File: src/tmsc_regs.vh
// Purpose: register map, field positions, reset values and timing counts
//          of the temperature monitor status/control block
// Assumes: 200 MHz reference clock
// Notes:   definitions only
`ifndef TMSC_REGS_VH
`define TMSC_REGS_VH

// read addresses
`define TMSC_RD_LOCAL_VAL   8'h00
`define TMSC_RD_REMOTE_VAL  8'h01
`define TMSC_RD_STATUS      8'h02
`define TMSC_RD_CONFIG      8'h03
`define TMSC_RD_RATE        8'h04
`define TMSC_RD_LOC_HI      8'h05
`define TMSC_RD_LOC_LO      8'h06
`define TMSC_RD_REM_HI      8'h07
`define TMSC_RD_REM_LO      8'h08
`define TMSC_RD_DEV_ID      8'hFE
`define TMSC_RD_REV_ID      8'hFF

// write addresses
`define TMSC_WR_CONFIG      8'h09
`define TMSC_WR_RATE        8'h0A
`define TMSC_WR_LOC_HI      8'h0B
`define TMSC_WR_LOC_LO      8'h0C
`define TMSC_WR_REM_HI      8'h0D
`define TMSC_WR_REM_LO      8'h0E
`define TMSC_WR_ONESHOT     8'h0F

// status fields
`define TMSC_ST_BUSY        7
`define TMSC_ST_FLAG_MSB    6
`define TMSC_ST_FLAG_LSB    2

// configuration fields
`define TMSC_CFG_MASK       7
`define TMSC_CFG_STANDBY    6

// reset values
`define TMSC_RST_CONFIG     8'h00
`define TMSC_RST_RATE       8'h02
`define TMSC_RST_TEMP       8'h80
`define TMSC_RST_LIM_HI     8'h7F
`define TMSC_RST_LIM_LO     8'hC9
`define TMSC_INVALID_RD     8'hFF

// rate field and timing
`define TMSC_RATE_FASTEST   3'h7
`define TMSC_CLK_KHZ        200000
`define TMSC_PERIOD_MIN_MS  125
`define TMSC_PERIOD_CYC     (`TMSC_PERIOD_MIN_MS * `TMSC_CLK_KHZ)
`define TMSC_CONV_MS        10
`define TMSC_CONV_CYC       (`TMSC_CONV_MS * `TMSC_CLK_KHZ)

`endif

File: src/tmsc_status_ctrl.v
// Purpose: status flags, alert latch, configuration, rate and limit
//          registers of a two-channel temperature monitor
// Assumes: byte-level serial slave front end on the same clock; ADC
//          results valid on i_local_temp/i_remote_temp/i_remote_open
// Notes:   the alert pin is open drain, driven low when o_alert_oen low
`timescale 1ns/1ps
`include "tmsc_regs.vh"

// Contract
// - status bit 7 is one exactly while a conversion runs
// - status bits 6..3 flag local/remote high and low limit trips
// - status bit 2 flags an open remote sensor
// - any set flag sets the alert latch, pulling alert low
// - status read clears only flags whose cause has gone
// - flag stays while its comparator trips or sensor stays open
// - latch clears only on alert-response read, errors gone, flags clear
// - flags stay high until a status read or power-on reset
// - config bit 6: zero runs conversions, one selects standby
// - low standby pin forces standby regardless of config
// - temperature values are held through standby
// - config bit 7 masks the alert output when one
// - rate low three bits divide clock, 0x07 125 ms, 0x00 16 s
// - rate register is writable and readable by the host
// - four host read/write limit registers exist
// - high trips on strictly greater, low on strictly less
// - negative limit values are accepted
// - one-shot write in standby runs one conversion then standby
// - one-shot data byte is ignored and not stored
// - device acts only as a bus slave
// - separate read and write addresses; wrong direction reads invalid
// - any data byte written to address 0F triggers a one-shot; a pointer-only write does not
// - first write byte loads the address pointer
// - alert response read answers when alert latch is set
module tmsc_status_ctrl #(
    parameter [31:0] P_PERIOD_CYC = `TMSC_PERIOD_CYC,
    parameter [31:0] P_CONV_CYC = `TMSC_CONV_CYC,
    parameter [7:0] P_DEV_ID = 8'h5A, // arbitrary value
    parameter [7:0] P_REV_ID = 8'h01 // arbitrary value
) (
    input wire i_ref_clk,
    input wire i_rstn,
    input wire i_ce,
    input wire i_standby_pin_n,
    input wire i_wr_valid,
    input wire i_wr_first,
    input wire [7:0] i_wr_data,
    input wire i_rd_req,
    input wire i_ara_req,
    input wire [7:0] i_local_temp,
    input wire [7:0] i_remote_temp,
    input wire i_remote_open,
    output reg [7:0] o_rd_data,
    output reg o_rd_valid,
    output reg o_ara_valid,
    output reg o_ara_hit,
    output reg o_alert_out,
    output reg o_alert_oen,
    output wire o_conv_busy
);

////////////////////////////////////////////////////////////////////////
// declarations
reg [2:0] standby_pin_n_sync_q;
reg standby_pin_n_q;
reg [7:0] ptr_q;
reg [7:0] config_q;
reg [7:0] rate_q;
reg [7:0] loc_hi_q;
reg [7:0] loc_lo_q;
reg [7:0] rem_hi_q;
reg [7:0] rem_lo_q;
reg [7:0] local_val_q;
reg [7:0] remote_val_q;
reg [4:0] flags_q;
reg [4:0] cond_q;
reg alert_latch_q;
reg oneshot_q;
wire conv_done;
wire run_mode;
wire data_wr;
wire status_rd;
wire local_over_flag;
wire local_under_flag;
wire remote_over_flag;
wire remote_under_flag;
wire [4:0] cond_new;
wire [4:0] flag_set;
wire [4:0] flag_keep;
wire [4:0] flags_d;
wire alert_mask_bit;
reg [7:0] rd_mux;
wire [15:0] chan_temp;
wire [15:0] chan_hi;
wire [15:0] chan_lo;
wire [1:0] chan_over;
wire [1:0] chan_under;
genvar g;

assign data_wr = i_wr_valid && !i_wr_first;
assign status_rd = i_rd_req && (ptr_q == `TMSC_RD_STATUS);
assign alert_mask_bit = config_q[`TMSC_CFG_MASK];

////////////////////////////////////////////////////////////////////////
// standby pin: three flops, accept a level once stages two/three agree
// a one-cycle glitch on the pin is filtered out before the timer
always @(posedge i_ref_clk or negedge i_rstn) begin
    if (!i_rstn) begin
        standby_pin_n_sync_q <= 3'h7;
        standby_pin_n_q <= 1'b1;
    end else if (i_ce) begin
        standby_pin_n_sync_q <= {standby_pin_n_sync_q[1:0], i_standby_pin_n};
        if (standby_pin_n_sync_q[1] == standby_pin_n_sync_q[2]) begin
            standby_pin_n_q <= standby_pin_n_sync_q[2];
        end
    end
end

// either config or pin puts the converter to sleep
assign run_mode = !config_q[`TMSC_CFG_STANDBY] &&
                  standby_pin_n_q;

////////////////////////////////////////////////////////////////////////
// conversion pacing
// the timer owns busy, so status bit 7 needs no copy of its own
tmsc_conv_timer #(
    .P_PERIOD_CYC(P_PERIOD_CYC),
    .P_CONV_CYC(P_CONV_CYC)
) u_timer (
    .i_ref_clk(i_ref_clk),
    .i_rstn(i_rstn),
    .i_ce(i_ce),
    .i_run(run_mode),
    .i_oneshot(oneshot_q),
    .i_rate(rate_q[2:0]),
    .o_busy(o_conv_busy),
    .o_done(conv_done)
);

////////////////////////////////////////////////////////////////////////
// host writes; only this slave port changes state from outside
// the pointer survives reads, so repeated polls need no pointer byte
always @(posedge i_ref_clk or negedge i_rstn) begin
    if (!i_rstn) begin
        ptr_q <= 8'h00;
        config_q <= `TMSC_RST_CONFIG;
        rate_q <= `TMSC_RST_RATE;
        loc_hi_q <= `TMSC_RST_LIM_HI;
        loc_lo_q <= `TMSC_RST_LIM_LO;
        rem_hi_q <= `TMSC_RST_LIM_HI;
        rem_lo_q <= `TMSC_RST_LIM_LO;
        oneshot_q <= 1'b0;
    end else if (i_ce) begin
        oneshot_q <= 1'b0;
        if (i_wr_valid && i_wr_first) begin
            ptr_q <= i_wr_data;
        end
        if (data_wr) begin
            case (ptr_q)
                `TMSC_WR_CONFIG: begin
                    // reserved bits 5..0 are kept at zero
                    config_q <= {i_wr_data[7:6], 6'h00};
                end
                `TMSC_WR_RATE: rate_q <= i_wr_data;
                // limits stored as raw signed bytes, negatives allowed
                `TMSC_WR_LOC_HI: loc_hi_q <= i_wr_data;
                `TMSC_WR_LOC_LO: loc_lo_q <= i_wr_data;
                `TMSC_WR_REM_HI: rem_hi_q <= i_wr_data;
                `TMSC_WR_REM_LO: rem_lo_q <= i_wr_data;
                // data byte discarded, the write itself is the trigger
                `TMSC_WR_ONESHOT: oneshot_q <= 1'b1;
                default: oneshot_q <= 1'b0; // read-only addresses ignored
            endcase
        end
    end
end

////////////////////////////////////////////////////////////////////////
// value registers load only at conversion end, so standby holds them
always @(posedge i_ref_clk or negedge i_rstn) begin
    if (!i_rstn) begin
        local_val_q <= `TMSC_RST_TEMP;
        remote_val_q <= `TMSC_RST_TEMP;
    end else if (i_ce && conv_done) begin
        local_val_q <= i_local_temp;
        remote_val_q <= i_remote_temp;
    end
end

////////////////////////////////////////////////////////////////////////
// limit compare on the fresh result, signed so negative limits work;
// index 1 carries the local channel, index 0 the remote one
assign chan_temp = {i_local_temp, i_remote_temp};
assign chan_hi = {loc_hi_q, rem_hi_q};
assign chan_lo = {loc_lo_q, rem_lo_q};

// one strict comparator pair per channel
generate
    for (g = 0; g < 2; g = g + 1) begin : g_chan
        assign chan_over[g] = $signed(chan_temp[8*g +: 8]) >
                              $signed(chan_hi[8*g +: 8]);
        assign chan_under[g] = $signed(chan_temp[8*g +: 8]) <
                               $signed(chan_lo[8*g +: 8]);
    end
endgenerate

// flag names in status order
assign local_over_flag = chan_over[1];
assign local_under_flag = chan_under[1];
assign remote_over_flag = chan_over[0];
assign remote_under_flag = chan_under[0];
assign cond_new = {local_over_flag, local_under_flag,
                   remote_over_flag, remote_under_flag,
                   i_remote_open};

// a flag sets only on a conversion end that sees its condition
assign flag_set = conv_done ? cond_new : 5'h00;
// a status read keeps flags whose cause is still standing
assign flag_keep = status_rd ? (flags_q & cond_q) : flags_q;
// set wins over a clear landing in the same cycle
assign flags_d = flag_keep | flag_set;

always @(posedge i_ref_clk or negedge i_rstn) begin
    if (!i_rstn) begin
        flags_q <= 5'h00;
        cond_q <= 5'h00;
    end else if (i_ce) begin
        flags_q <= flags_d;
        if (conv_done) begin
            cond_q <= cond_new;
        end
    end
end

////////////////////////////////////////////////////////////////////////
// alert latch: status reads never touch it; alert response may clear
// limitation: a masked part still answers the alert response, since
// the hit follows the latch and not the pin; keep it clear when shared
always @(posedge i_ref_clk or negedge i_rstn) begin
    if (!i_rstn) begin
        alert_latch_q <= 1'b0;
        o_ara_valid <= 1'b0;
        o_ara_hit <= 1'b0;
    end else if (i_ce) begin
        o_ara_valid <= i_ara_req;
        o_ara_hit <= i_ara_req && alert_latch_q;
        if (|flags_d) begin
            alert_latch_q <= 1'b1;
        end else if (i_ara_req && alert_latch_q && !(|cond_q)) begin
            alert_latch_q <= 1'b0;
        end
    end
end

////////////////////////////////////////////////////////////////////////
// open-drain pin; mask releases the pin but leaves the latch alone
// data held low, only the enable moves: it never fights the pull-up
always @(posedge i_ref_clk or negedge i_rstn) begin
    if (!i_rstn) begin
        o_alert_out <= 1'b0;
        o_alert_oen <= 1'b1;
    end else if (i_ce) begin
        o_alert_out <= 1'b0;
        o_alert_oen <= !(alert_latch_q && !alert_mask_bit);
    end
end

////////////////////////////////////////////////////////////////////////
// read mux; write-only and unmapped addresses give the invalid byte
// reserved status bits 1..0 always read as zero
always @* begin
    case (ptr_q)
        `TMSC_RD_LOCAL_VAL: rd_mux = local_val_q;
        `TMSC_RD_REMOTE_VAL: rd_mux = remote_val_q;
        `TMSC_RD_STATUS: rd_mux = {o_conv_busy, flags_q, 2'h0};
        `TMSC_RD_CONFIG: rd_mux = config_q;
        `TMSC_RD_RATE: rd_mux = rate_q;
        `TMSC_RD_LOC_HI: rd_mux = loc_hi_q;
        `TMSC_RD_LOC_LO: rd_mux = loc_lo_q;
        `TMSC_RD_REM_HI: rd_mux = rem_hi_q;
        `TMSC_RD_REM_LO: rd_mux = rem_lo_q;
        `TMSC_RD_DEV_ID: rd_mux = P_DEV_ID;
        `TMSC_RD_REV_ID: rd_mux = P_REV_ID;
        default: rd_mux = `TMSC_INVALID_RD;
    endcase
end

// read byte registered; pointer is left where it was
always @(posedge i_ref_clk or negedge i_rstn) begin
    if (!i_rstn) begin
        o_rd_data <= 8'h00;
        o_rd_valid <= 1'b0;
    end else if (i_ce) begin
        o_rd_valid <= i_rd_req;
        if (i_rd_req) begin
            o_rd_data <= rd_mux;
        end
    end
end

endmodule // tmsc_status_ctrl

File: src/tmsc_conv_timer.v
// Purpose: paces conversions from the rate code, runs one-shots
// Assumes: i_oneshot is a one-cycle pulse on the same clock
// Notes:   o_busy and o_done come straight from flip-flops
`timescale 1ns/1ps
`include "tmsc_regs.vh"

module tmsc_conv_timer #(
    parameter [31:0] P_PERIOD_CYC = `TMSC_PERIOD_CYC,
    parameter [31:0] P_CONV_CYC = `TMSC_CONV_CYC
) (
    input wire i_ref_clk,
    input wire i_rstn,
    input wire i_ce,
    input wire i_run,
    input wire i_oneshot,
    input wire [2:0] i_rate,
    output reg o_busy,
    output reg o_done
);

localparam [1:0] ST_IDLE = 2'h0;
localparam [1:0] ST_CONV = 2'h1;
localparam [1:0] ST_WAIT = 2'h2;

reg [1:0] state_q;
reg [31:0] cnt_q;
wire [2:0] shift_amt;
wire [31:0] period_cyc;

// slowest code divides by 128, 16 s at code 0
assign shift_amt = `TMSC_RATE_FASTEST - i_rate;
assign period_cyc = P_PERIOD_CYC << shift_amt;

////////////////////////////////////////////////////////////////////////
// conversion sequencer
always @(posedge i_ref_clk or negedge i_rstn) begin
    if (!i_rstn) begin
        state_q <= ST_IDLE;
        cnt_q <= 32'h0;
        o_busy <= 1'b0;
        o_done <= 1'b0;
    end else if (i_ce) begin
        o_done <= 1'b0;
        case (state_q)
            ST_IDLE: begin
                // one-shot only matters in standby; running starts anyway
                if (i_run || i_oneshot) begin
                    state_q <= ST_CONV;
                    cnt_q <= 32'h0;
                    o_busy <= 1'b1;
                end
            end
            ST_CONV: begin
                cnt_q <= cnt_q + 32'h1;
                if (cnt_q == P_CONV_CYC - 32'h1) begin
                    o_busy <= 1'b0;
                    o_done <= 1'b1;
                    // a one-shot falls back to standby after one conversion
                    state_q <= i_run ? ST_WAIT : ST_IDLE;
                end
            end
            ST_WAIT: begin
                cnt_q <= cnt_q + 32'h1;
                if (!i_run) begin
                    state_q <= ST_IDLE;
                end else if (cnt_q >= period_cyc - 32'h1) begin
                    state_q <= ST_CONV;
                    cnt_q <= 32'h0;
                    o_busy <= 1'b1;
                end
            end
            default: begin
                state_q <= ST_IDLE;
                o_busy <= 1'b0;
            end
        endcase
    end
end

endmodule // tmsc_conv_timer

File: config.mk
export PLATFORM = sky130hd
export DESIGN_NAME = tmsc_status_ctrl
export DESIGN_NICKNAME = d
export VERILOG_FILES = /design/src/tmsc_status_ctrl.v /design/src/tmsc_conv_timer.v
export VERILOG_INCLUDE_DIRS = /design/src
export SDC_FILE = /design/constraint.sdc
export NUM_CORES = 1
export LEC_CHECK = 0
export BUFFER_PORTS_ARGS = -buffer_cell sky130_fd_sc_hd__buf_4
export CAP_MARGIN = 5
export CELL_PAD_IN_SITES_DETAIL_PLACEMENT = 1
export CELL_PAD_IN_SITES_GLOBAL_PLACEMENT = 1
export CORE_MARGIN = 4
export CORE_UTILIZATION = 43
export CTS_CLUSTER_SIZE = 8
export DETAILED_ROUTE_END_ITERATION = 12
export PLACE_DENSITY_LB_ADDON = 0.3
export SLEW_MARGIN = 10
export SYNTH_ARGS = -nofsm -noshare
export SYNTH_HDL_FRONTEND = slang
export SYNTH_HIERARCHICAL = 1
export SYNTH_SLANG_ARGS = --single-unit
File: constraint.sdc
create_clock -name i_ref_clk -period 3.32 [get_ports i_ref_clk]
set_input_delay 0.664 -clock i_ref_clk [delete_from_list [all_inputs] [get_ports i_ref_clk]]
set_output_delay 0.664 -clock i_ref_clk [all_outputs]
set_load 0.05 [all_outputs]
==> summary.md <==
| Metric | Value |
|---|---|
| Status | `finished with violations` |
| Failing checks | `setup timing` |
| Most area-consuming cells after synthesis | `dfrtp_1, dfstp_2, ha_1` |
| DR vias | `between 7000 and 8000` |
| Starting Density | `0.4408` |
| FF/Latch Area | `3291 um^2` |
| CP startpoint | `rate_q[1]` |
| Final Hold Vio Count | `0` |
| Post-synth top area share | `0.3128` |
| R2R depth | `13` |
| Routed len/inst | `around 22 um` |
| EDFF count, synth | `0` |
| GR Util All Layers | `0.2435` |
| Worst EP required | `3.63 ns` |
| Pwr/cell area | `601.4 nW/um^2` |
| Post-DP HPWL | `17920 um` |
| Avg Cell Area, Syn | `9.335 um^2` |
| Leak | `4.279 nW` |
| Die width | `144.4 um` |
| Main flop type after synthesis | `dfrtp_1` |
| Total CTS buffers | `17` |
| Reg clk slew, reported paths | `approximately 0.060 ns` |
| Num ports | `47` |
| Critical Path Sink Type | `flip-flop` |
| Clock latency on the worst-skew pair | `around 0.44 ns` |
| Worst r2r src | `rate_q[1]` |
| # setup viols final | `5` |
| Maximum VDD drop | `0.0004620 V` |
| Worst Setup Path Type | `flip-flop to flip-flop` |
| Clock root buffer | `clkbuf_16` |
| Yosys warns | `6` |
| Share of layout cells above drive strength 1 | `0.2617` |
| Register area share after synthesis | `0.4113` |
| Core area | `18150 um^2` |
| First-pass GRT wire length | `about 39000 um` |
| Pins over their slew limit | `0` |
| DRT Wirelength | `25530 um` |
| Iteration-0 DRC Markers | `404` |
| Fin crit share | `1.006` |
| Synth async-reset ratio | `1.000` |
| Worst-Margin Slew | `about 0.83 ns` |
| Worst EP arrival | `3.65 ns` |
| Synth unique cells | `between 70 and 80` |
| Max_cap viols | `0` |
| RSZ-0062 raised after global routing | `true` |
| Rows | `49` |
| Post-synth top area cell | `dfrtp_1` |
| Worst Setup Start Kind | `flip-flop` |
| Area growth syn-to-layout | `19.80%` |
| Die area | `20850 um^2` |
| RePlAce Congestion | `0.8288` |
| Post-Synthesis Cells | `approximately 860` |
| Port bufs | `45` |
| Area of the multi-input gates | `4466 um^2` |
| Max FO, Critical Path | `8` |
| Vias in the first global route | `a little over 7000` |
| Drt pass-1 iters | `5` |
| Htree depth | `4` |
| Clock buffer depth | `2` |
| Initial antenna violation count | `1` |
| Hold Crit Class | `input port to async pin` |
| Final Worst Setup Slack | `-0.02099 ns` |
| Period minus WS final | `3.341 ns` |
| Syn Std Cell Area | `8000 um^2` |
| CTS tree | `built` |
| Setup Skew | `0.009598 ns` |
| Largest net degree at the start of global routing | `66` |
| Total grt overflow | `0` |
| Dpl cells | `1121` |
| DR DRC count | `0` |
| Layout Cells excl Fill | `roughly 1200` |
| Final #Nets | `between 1000 and 1500` |
| Sum Neg Setup Slack | `-0.05732 ns` |
| CTS sink count | `130` |
| Number of nets with antenna violations after routing | `0` |
| Fmax | `299.3 MHz` |
| Synthesized flop and latch total | `130` |
| Vias per cell | `6.015` |
| Syn Nets | `about 950` |
| Fillers | `~2000` |
| Relative slew slack | `0.4498` |
| Die height | `144.4 um` |
## Yosys cell counts (6+ instances only)
cell type,number
buf_2,12
inv_1,66
nor2b_1,6
clkbuf_1,18
mux2i_1,9
a211oi_1,9
and4_1,7
o21ai_0,57
dfstp_2,30
dfrtp_1,100
and3_1,6
a22oi_1,6
o311ai_0,6
and2_1,8
nor3_1,9
o22ai_1,15
nand2_1,105
a21oi_1,38
o31ai_1,6
nand2b_1,8
nand4_1,15
o21a_1,6
a31oi_1,15
nand3_1,46
o211ai_1,7
nor2_1,50
mux2_2,48
ha_1,62
## cells by family after synthesis
group                    count (synthesis)  share of synthesized area
AND/OR/NAND/NOR                        290                     0.1780
AO/OA/AOI/OAI                          204                     0.1658
flip-flops                             130                     0.4113
buffers and inverters                  105                    0.05302
adder cells (fa/ha/maj)                 62                    0.09697
multiplexers                            61                    0.09009
XOR/XNOR                                 4                   0.004380
other                                    1                  0.0004687
## repair_timing
item | in CTS | in global routing
resized for setup | 2 | 48
endpoints found under the setup margin | 1 | 32
hold buffers | 0 | 0
gates cloned | 0 | 4
pin swaps | 0 | 9
endpoints found under the hold margin | 0 | 0
setup buffers | 0 | 12
## path summary, 6_finish.rpt
check                                          end  slack, ns
min in group i_ref_clk     standby_pin_n_sync_q[0]       0.47
min reg2reg                            o_alert_oen       0.49
max reg2reg                      u_timer/cnt_q[27]      -0.02
max                              u_timer/cnt_q[27]      -0.02
min                                    rem_lo_q[2]       0.22
max in group asynchronous              o_alert_oen       2.28
## cell type report
cell class / instances / area share
Inverter: 67 / 0.02624
Clock buffer: 17 / 0.04439
Tap cell: 229 / 0.02990
Antenna cell: 1 / 0.0002611
Sequential cell: 130 / 0.3433
Multi-Input combinational cell: 624 / 0.4659
Timing Repair Buffer: 87 / 0.07702
Clock inverter: 15 / 0.01292
## sequential cells by signal, summed over array words and instances (netlist names), 2 cells and up
signal	count
o_rd_data	8
cond_q	5
loc_lo_q	8
remote_val_q	8
loc_hi_q	8
ptr_q	8
u_timer/state_q	2
rate_q	8
u_timer/cnt_q	32
local_val_q	8
standby_pin_n_sync_q	3
rem_hi_q	8
rem_lo_q	8
flags_q	5
config_q	2
## critical path, stage by stage (launching register included)
cell      delay, ns
dfstp_2        0.61
buf_6          0.17
xor2_2         0.17
and2_1         0.16
ha_1           0.28
a21oi_2        0.19
o21ai_1        0.14
a211oi_2       0.27
a211oi_2       0.10
buf_4          0.16
o31ai_4        0.31
buf_6          0.18
nand2_2        0.12
o41ai_1        0.35
## layer usage
metal,vias up,global-route usage,share of wire
li1,3247,-,-
met1,3604,0.3469,0.48
met2,146,0.3780,0.45
met3,40,0.05225,0.043
met4,0,0.06431,0.019
met5,-,0,0
## placed cells by master (no fill, tap or decap), types with 7 or more instances in the layout
master,synthesis,layout
nand2b_1,8,8
nor3_1,9,9
nand2_1,105,102
buf_6,1,8
dfrtp_1,100,100
a211oi_1,9,7
o21ai_0,57,54
and2_1,8,8
buf_4,2,75
dfstp_2,30,30
nor2_1,50,46
mux2i_1,9,9
nand4_1,15,15
o22ai_1,15,15
a21oi_1,38,35
nand3_1,46,44
clkbuf_16,0,18
o211ai_1,7,7
a31oi_1,15,15
inv_1,66,65
ha_1,62,60
mux2_2,48,48
## report_power, final
group          leakage, nW  switching, mW  internal [mW]  total, mW
logic                 2.46           1.08          0.840       1.92
clock network        0.267          0.815          0.976       1.79
registers             1.55          0.257           1.80       2.05
## per-stage QoR
| step | power, mW | cell area, um^2 | hold slack, ns | setup WS [ns] | util |
|---|---|---|---|---|---|
| final | 5.764 | 9584 | 0.2246 | -0.02099 | 0.5281 |
| after global routing | 6.056 | 9584 | 0.2677 | -0.1394 | 0.5281 |
| after CTS | 5.301 | 9224 | 0.2590 | 0.04251 | 0.5083 |
| after detailed placement | 3.468 | 8666 | 0.4842 | 0.03366 | 0.4775 |
| after global placement | 3.421 | 8666 | 0.4711 | 0.1312 | 0.4775 |
| after floorplan | 2.961 | 8003 | 0.3684 | 0.001819 | - |
No activity file was read; power rests on OpenSTA's default activity.
